**src/design/iepbc_pkg.sv**
```systemverilog
package iepbc_pkg;
   localparam int unsigned CLK_PERIOD_NS = 10;
   // carrier nominal rate; the clock-rate model toggles every CARRIER_DIV
   localparam int unsigned CARRIER_MHZ   = 89;
   localparam int unsigned CARRIER_DIV   = 1;
   // burst on-interval nominal length at the lowest setting
   localparam int unsigned BURST_ON_NS   = 25000;
   // period is 15 slots, on-time is 2*(level+1) slots: 13.3% .. 93.3%
   localparam int unsigned BURST_SLOTS   = 15;
   localparam int unsigned SLOT_NS       = BURST_ON_NS / 2;
   localparam int unsigned SLOT_CYC      =
      (SLOT_NS + CLK_PERIOD_NS - 1) / CLK_PERIOD_NS;
   localparam int unsigned ONE_SHOT_NS   = 2500;
   localparam int unsigned ONE_SHOT_CYC  = ONE_SHOT_NS / CLK_PERIOD_NS;
   localparam logic [2:0]  LEVEL_MAX     = 3'h6;
   localparam logic [2:0]  LEVEL_RST     = 3'h0;

   typedef struct packed {
      logic p;
      logic n;
   } iepbc_link_t;

   typedef struct packed {
      logic       three_wire;
      logic       one_shot;
      logic [2:0] level;
   } iepbc_strap_t;

   typedef enum logic [1:0] {
      BURST_OFF = 2'b01,
      BURST_ON  = 2'b10
   } iepbc_burst_t;
endpackage : iepbc_pkg

```
**src/design/iepbc_ctrl.sv**
```systemverilog
`timescale 1ns/1ps
// How it works
// - enable rides a differential carrier across transformer
// - secondary decodes carrier and drives gate
// - two-wire: enable high powers, gate waits
// - two-wire: enable low drops gate, stops power
// - three-wire: power bursts regardless of enable
// - three-wire with power: gate follows enable
// - standard variant: gate tracks enable level
// - one-shot: each rising edge gives one pulse
// - one-shot rearms only after enable low
// - three-wire: repeating bursts while supply present
// - constant period, on-time grows with setting
// - seven duty cycles 13.3% to 93.3%
// - setting caught at power-up, then held
// - clamp gate low when secondary power lost
// - one-shot pulse lasts 2.5 us
// - out-of-range setting falls back to lowest
// - wire mode caught at power-up, then held
// - rail undervoltage forces gate low
module iepbc_ctrl
   import iepbc_pkg::*;
#(
   parameter int unsigned SLOT_CYCLES    = SLOT_CYC,
   parameter int unsigned ONE_SHOT_CYCLES = ONE_SHOT_CYC
) (
   input  wire logic        clk_in,
   input  wire logic        rst_in,
   input  wire logic        en_in,
   input  wire logic        three_wire_in,
   input  wire logic        one_shot_in,
   input  wire logic [2:0]  power_level_select_in,
   input  wire logic        secondary_rails_ok_in,
   output iepbc_link_t      carrier_out,
   output logic             power_xfer_out,
   output logic             gate_drive_out,
   output logic             keep_off_clamp_out,
   output logic [2:0]       power_level_out
);
   iepbc_strap_t strap, next_strap;
   iepbc_burst_t burst, next_burst;
   logic [11:0]  slot_cnt, next_slot_cnt;
   logic [3:0]   slot_idx, next_slot_idx;
   logic         en_q, next_en_q;
   logic         armed, next_armed;
   logic [11:0]  pulse_cnt, next_pulse_cnt;
   logic         decoded, next_decoded;
   logic         car, next_car;
   logic         gate, next_gate;
   logic         xfer;
   logic         tx_on;
   logic         fire;

   function automatic logic [3:0] on_slots(input logic [2:0] lvl);
      on_slots = {lvl, 1'b0} + 4'h2;
   endfunction : on_slots

   function automatic logic [2:0] clip_level(input logic [2:0] raw);
      clip_level = (raw > LEVEL_MAX) ? LEVEL_RST : raw;
   endfunction : clip_level

   // straps, captured on every reset cycle and frozen afterwards
   always_comb begin
      next_strap = strap;
      if (rst_in) begin
         next_strap.three_wire = three_wire_in;
         next_strap.one_shot   = one_shot_in & three_wire_in;
         next_strap.level      = clip_level(power_level_select_in);
      end
   end

   always_ff @(posedge clk_in) begin
      strap <= next_strap;
   end

   // burst timer for three-wire power transfer
   always_comb begin
      next_burst    = burst;
      next_slot_cnt = slot_cnt;
      next_slot_idx = slot_idx;
      if (slot_cnt == 12'(SLOT_CYCLES - 1)) begin
         next_slot_cnt = 12'h000;
         if (slot_idx == 4'(BURST_SLOTS - 1)) begin
            next_slot_idx = 4'h0;
         end else begin
            next_slot_idx = slot_idx + 4'h1;
         end
      end else begin
         next_slot_cnt = slot_cnt + 12'h001;
      end
      // on while index below the level-dependent count
      if (next_slot_idx < on_slots(strap.level)) begin
         next_burst = BURST_ON;
      end else begin
         next_burst = BURST_OFF;
      end
      if (rst_in) begin
         next_burst    = BURST_ON;
         next_slot_cnt = 12'h000;
         next_slot_idx = 4'h0;
      end
   end

   always_ff @(posedge clk_in) begin
      burst    <= next_burst;
      slot_cnt <= next_slot_cnt;
      slot_idx <= next_slot_idx;
   end

   // power transfer: bursts in three-wire, follows enable in two-wire
   always_comb begin
      if (strap.three_wire) begin
         xfer = (burst == BURST_ON);
      end else begin
         xfer = en_q;
      end
   end

   // carrier runs for power and also to send a pending enable change
   assign tx_on = xfer | (en_q != decoded);

   // primary transmitter and secondary demodulator
   always_comb begin
      next_en_q    = en_in;
      next_car     = tx_on ? ~car : 1'b0;
      next_decoded = decoded;
      if (tx_on) begin
         next_decoded = en_q;
      end else if (!strap.three_wire) begin
         next_decoded = 1'b0;
      end
      if (rst_in) begin
         next_en_q    = 1'b0;
         next_car     = 1'b0;
         next_decoded = 1'b0;
      end
   end

   always_ff @(posedge clk_in) begin
      en_q    <= next_en_q;
      car     <= next_car;
      decoded <= next_decoded;
   end

   // one-shot: rising edge of decoded enable while armed
   assign fire = strap.one_shot & decoded & armed;

   always_comb begin
      next_armed     = armed;
      next_pulse_cnt = pulse_cnt;
      if (!decoded) begin
         next_armed = 1'b1;
      end else if (fire) begin
         next_armed = 1'b0;
      end
      if (fire) begin
         next_pulse_cnt = 12'(ONE_SHOT_CYCLES);
      end else if (pulse_cnt != 12'h000) begin
         next_pulse_cnt = pulse_cnt - 12'h001;
      end
      if (rst_in) begin
         next_armed     = 1'b0;
         next_pulse_cnt = 12'h000;
      end
   end

   always_ff @(posedge clk_in) begin
      armed     <= next_armed;
      pulse_cnt <= next_pulse_cnt;
   end

   // gate driver
   always_comb begin
      if (!secondary_rails_ok_in) begin
         next_gate = 1'b0;
      end else if (strap.one_shot) begin
         next_gate = fire | (pulse_cnt > 12'h001);
      end else begin
         next_gate = decoded;
      end
      if (rst_in) begin
         next_gate = 1'b0;
      end
   end

   always_ff @(posedge clk_in) begin
      gate <= next_gate;
   end

   assign carrier_out.p      = car;
   assign carrier_out.n      = tx_on & ~car;
   assign power_xfer_out     = xfer;
   assign gate_drive_out     = gate;
   assign keep_off_clamp_out = ~secondary_rails_ok_in;
   assign power_level_out    = strap.level;
endmodule : iepbc_ctrl

```
**config.mk**
```make
export PLATFORM = sky130hd
export DESIGN_NAME = iepbc_ctrl
export DESIGN_NICKNAME = d
export VERILOG_FILES = /design/src/design/iepbc_pkg.sv /design/src/design/iepbc_ctrl.sv
export SDC_FILE = /design/constraint.sdc
export NUM_CORES = 1
export LEC_CHECK = 0
export BUFFER_PORTS_ARGS = -buffer_cell sky130_fd_sc_hd__buf_2
export CORE_ASPECT_RATIO = 1.1
export CORE_MARGIN = 3
export CORE_UTILIZATION = 30
export CTS_CLUSTER_SIZE = 16
export DETAILED_ROUTE_END_ITERATION = 7
export PLACE_DENSITY_LB_ADDON = 0.2
export SLEW_MARGIN = 10
export SYNTH_ARGS = -nofsm -noshare
export SYNTH_HDL_FRONTEND = slang
export SYNTH_SLANG_ARGS = --single-unit
```
**constraint.sdc**
```tcl
create_clock -name clk_in -period 2.1 [get_ports clk_in]
set_clock_uncertainty 0.2 [all_clocks]
set_input_delay 0.21 -clock clk_in [delete_from_list [all_inputs] [get_ports clk_in]]
set_output_delay 0.21 -clock clk_in [all_outputs]
set_load 0.02 [all_outputs]
```
# --- Yosys cells after proc, flatten, opt, wreduce, memory -nomap -nowiden ---
# Index checks and enable logic that the tools add are counted.
# W data, S select, Z words.
word_totals:
  elab_cells: 52
  reg_bits: 40
  output_inout_bits: 8
  input_bits: 9
classes:
  muxes: 11
  magnitude_cmp: 3
  bitwise_logic: 9
  n_addsub: 4
  n_reduce_logical: 6
  eq_ne: 6
ops:
  columns: ["cell", "count"]
  rows:
  - ["$mux W8", 2]
  - ["$add A12 B1 Y12 const B", 1]
  - ["$eq A12 B11 Y1 const B", 1]
  - ["$gt A12 B1 Y1 const B", 1]
  - ["$reduce_bool A12 Y1", 1]
  - ["$sub A12 B1 Y12 const B", 1]
  - ["$mux W4", 2]
  - ["$reduce_or A2 Y1", 4]
  - ["$mux W1", 6]
  - ["$add A4 B1 Y4 const B", 1]
  - ["$add A4 B2 Y4 const B", 1]
  - ["$and A1 B1 Y1", 4]
  - ["$eq A4 B4 Y1 const B", 1]
  - ["$lt A4 B4 Y1", 1]
  - ["$ne A2 B1 Y1 const B", 2]
  - ["$gt A3 B3 Y1 const B", 1]
  - ["$not A1 Y1", 3]
  - ["$eq A2 B2 Y1 const B", 1]
  - ["$mux W2", 1]
  - ["$or A1 B1 Y1", 2]
  - ["$reduce_bool A2 Y1", 1]
  - ["$ne A1 B1 Y1", 1]

# --- Longest topological paths before layout ---
depth:
  depth_word: 5
  ltp_mapped: 10
  depth_no_buf: 9

# --- Worst setup path after synthesis ---
# Ideal clock, no wire load.
synth_timing:
  path_kind: "register to register"
  startpoint: "reg slot_cnt[1]"
  endpoint: "reg burst[0]"
  arrival_ns: 1.835
  stages_incl_launch_ff: 11
  required_ns: 1.766
  setup_slack_ns: -0.069
  setup_ns: 0.134
  synth_period_minus_slack_ns: 2.169
  path_buffers: 1
  cell_sequence: "dfxtp_1 > inv_1 > ha_1 > and4b_1 > and3_1 > buf_4 > a31o_2 > nand2_1 > ha_1 > a21oi_1 > o22ai_1"
synth_via:
  elab_chain_cells: 4
synth_lines:
  columns: ["item", "line", "source"]
  rows:
  - ["start: declaration", "iepbc_ctrl.sv:42", "logic [11:0] slot_cnt, next_slot_cnt;"]
  - ["start signal: assignment", "iepbc_ctrl.sv:106", "slot_cnt <= next_slot_cnt;"]
  - ["$eq A12 B11 Y1", "iepbc_ctrl.sv:81", "if (slot_cnt == 12'(SLOT_CYCLES - 1)) begin"]
  - ["$mux W4", "iepbc_ctrl.sv:81", null]
  - ["$lt A4 B4 Y1", "iepbc_ctrl.sv:92", "if (next_slot_idx < on_slots(strap.level)) begin"]
  - ["$mux W2", "iepbc_ctrl.sv:92", null]
  - ["end signal: assignment", "iepbc_ctrl.sv:105", "burst <= next_burst;"]
  - ["end: declaration", "iepbc_ctrl.sv:41", "iepbc_burst_t burst, next_burst;"]
# No other way between the ends.
# A chain may end at the register's enable or synchronous reset.

# --- Worst setup path in the final report ---
layout_timing:
  startpoint: "reg slot_cnt[1]"
  endpoint: "reg burst[1]"
# The elaborated chain is that of the path after synthesis.

==> results.md <==
* Routed WL per cell at about 12 um
* Clock period minus final worst setup slack at roughly 2.1 ns
* Pre-CTS worst setup slack at -0.08919 ns
* Worst hold margin at 0.04697 ns
* Non-filler cells, final at roughly 320
* Vias in the first global route at 1,502
* Routed via count at 1,504
* Post-synth EDFFs at 5
* Die Area at 7404 um2
* Pwr/cell area at 954.1 nW/um2
* Mapped cell area at 1922 um2
* Share of cells above drive strength 1 at 0.2686
* TritonCTS clock tree: yes
* Crit path capture type: flip-flop
* Root Driver: clkbuf_8
* Area Overhead vs Synth at 26.24%
* Num rows at 29
* DIE HEIGHT at 89.95 um
* Worst-margin pin slew at 0.4609 ns
* Crit path required time at 2.08 ns
* Seq/Total Area, Yosys at 0.4427
* Commonest non-fill, non-tap cell in the layout: dfxtp_1
* Clock transition at path regs at roughly 0.08 ns
* Crit-path max cell delay at between 0.3 and 0.4 ns
* Routed WL at around 3.7 mm
* Max Freq at 473.4 MHz
* Drt first-iter violations at a little under 90
* Worst Setup SP: slot_cnt[1]$_SDFF_PP0_
* TritonCTS Buffers at 5
* Final hold violations at 0
* DRT antenna net count at 0
* Via density at between 4 and 5
* Crit path launch type: flip-flop
* # DRC at 0
* Clock share of power at 0.261
* Setup ws final at -0.01242 ns
* Register-to-register setup slack at -0.01 ns
* Worst r2r src: slot_cnt[1]$_SDFF_PP0_
* Mean post-synth cell area at between 9 and 10 um2
* Ports at 17
* Sw Share at 0.3178
* First-pass GRT wire length at between 6 and 7 mm
* CTS Sinks at 40
* DR pass1 iterations at 4
* Ys flop type: dfxtp_1
* Relative slew margins at 0.6927
* Final GP Congestion at 0.7272
* Mapped Cells at 202
* Sequential share of power at 0.415
* Critical path class: reg -> reg
* Worst IR Drop VDD at 352.6 uV
* N_diodes at 0
* PortBufs at 16
* Chip Width at ~82 um
* Power Total at 2.315 mW
* Core Region at 5987 um2
* GRT Residual Overflow at 0
* Hold/Removal Path Class: in -> reg
* Unique masters post-synth at between 40 and 50
* Combinational Power Share at 0.325
* Fin. max-slew vios at 0
* Yosys warns at 0
* Status: finished with violations
* FFs w/ async S/R, synth at 0
* Slowest CP cell: dfxtp_2
* Setup Viol. Count Final at 1
* Total internal power at between 1.5 and 2 mW
* CP max FO at 4
* Starting Density at 0.3210
* Fin util at 0.4052
* GRT Util Overall at 0.1083
* Max-cap violations at 0
* Final Cycle Share at 1.006
* Commonest cells after routing, fill and taps aside: dfxtp_1, buf_4, nor2_1
* HP Start: power_level_select_in[1]
* H-tree depth at 2
* DP HPWL at 2.616 mm
* Initial antenna violation count at 0
* RSZ-0062 raised after global routing: yes
* Final nets at 258
* Leak pwr at between 0.9 and 1 nW
* WP data arrival at 2.09 ns
* Dpl cells at 300
* P_sw at 0.7356 mW
* Largest net degree at the start of global routing at 26
* Ordered cell list for the critical path: inv_2, ha_4, and4b_1, and3_4, buf_6, a31oi_4, a31oi_1, ha_1, nand3b_1, o22a_1
* Clk buf depth at 2
* Syn nets at 219
* Clk_lat worst skew at around 0.29 ns
* Failing checks: setup timing
* Number of synthesized register bits at 40
==> metal layers <==
| layer | GRT usage | vias to the layer above | share of wire |
|---|---|---|---|
| li1 | - | 791 | - |
| met1 | 0.1361 | 691 | 0.48 |
| met2 | 0.1725 | 17 | 0.47 |
| met3 | 0.02400 | 5 | 0.031 |
| met4 | 0.04986 | 0 | 0.016 |
| met5 | 0 | - | 0 |
==> state kept, by name, summed over array words and instances, names as in the netlist <==
register,count
burst,2
gate_drive_out,1
pulse_cnt,12
power_level_out,3
decoded,1
car,1
en_q,1
slot_cnt,12
armed,1
strap,2
slot_idx,4
==> cell usage after synthesis, types with 3 or more instances <==
master    count  area (um2)
inv_1        11       41.29
nor3b_1       3       22.52
nand3b_1      3       22.52
nand2_1       9       33.78
nand2b_1      3       18.77
edfxtp_1      5       150.1
a21boi_0      4       30.03
xor2_1        7       61.31
dfxtp_1      35       700.7
xnor2_1       8       70.07
nor2b_1       4       25.02
nand4_1       5       31.28
a31oi_1       8       50.05
buf_4         5       37.54
nor2_1       20       75.07
ha_1          8       100.1
o21ai_0       4       20.02
nand3_1       6       30.03
a21oi_1      10       50.05
nor3_1        4       20.02
clkbuf_1      3       11.26
o31ai_1       4       30.03
==> stage by stage <==
step	TNS (ns)	cell area [um2]
global route	-0.2381	2426
finish	-0.01242	2426
detailed placement	-0.1178	2176
floorplan	0	1953
global placement	-0.05474	2176
CTS	-0.04243	2366
==> area by class of cell <==
type,instances,area (um2)
Tap cell,77,96.34
Timing Repair Buffer,43,296.5
Fill cell,615,3561
Multi-Input combinational cell,140,1032
Clock inverter,3,37.54
Inverter,11,41.29
Clock buffer,5,68.82
Sequential cell,40,853.3
==> logic make-up after synthesis <==
family                   share of synthesized area
AND/OR/NAND/NOR                             0.2090
buffers and inverters                      0.05729
adder cells (fa/ha/maj)                    0.05209
XOR/XNOR                                   0.06836
AO/OA/AOI/OAI                               0.1537
multiplexers                               0.01693
flip-flops                                  0.4427
==> power groups by stage <==
| stage | clock, mW | combinational (mW) | sequential (mW) |
|---|---|---|---|
| 2_1_floorplan | 0 | 0.598 | 0.969 |
| 3_3_place_gp | 0 | 0.734 | 0.977 |
| 3_5_place_dp | 0 | 0.741 | 0.978 |
| 4_1_cts | 0.635 | 0.758 | 0.961 |
| 5_1_grt | 0.668 | 0.864 | 0.978 |
| 6_report | 0.603 | 0.752 | 0.960 |
==> what timing repair did <==
item | 4_1_cts | 5_1_grt
hold buffers | 4 | 0
gates resized for setup | 5 | 5
buffers inserted | 3 | 4
hold endpoints to repair | 4 | 0
setup endpoints to repair | 2 | 2
pin swaps | 3 | 3
==> critical path, delay by kind of cell, from the launching register on <==
| kind | cells | cell delay (ns) |
|---|---|---|
| AOI/OAI and AO/OA | 3 | 0.41 |
| buffers and inverters | 2 | 0.16 |
| adders and majority gates | 2 | 0.44 |
| DFF | 1 | 0.34 |
| and+or+nand+nor | 3 | 0.45 |
==> path summary, 6_finish.rpt <==
check	cells after the start	endpoint
worst max-delay path	10	burst[1]$_SDFF_PP1_
worst min-delay path	2	power_level_out[0]$_SDFFCE_PN0P_
worst max register to register	10	burst[1]$_SDFF_PP1_
worst min register to register	2	armed$_SDFFE_PP0P_
Note: power is estimated with default switching activity, not from simulation.
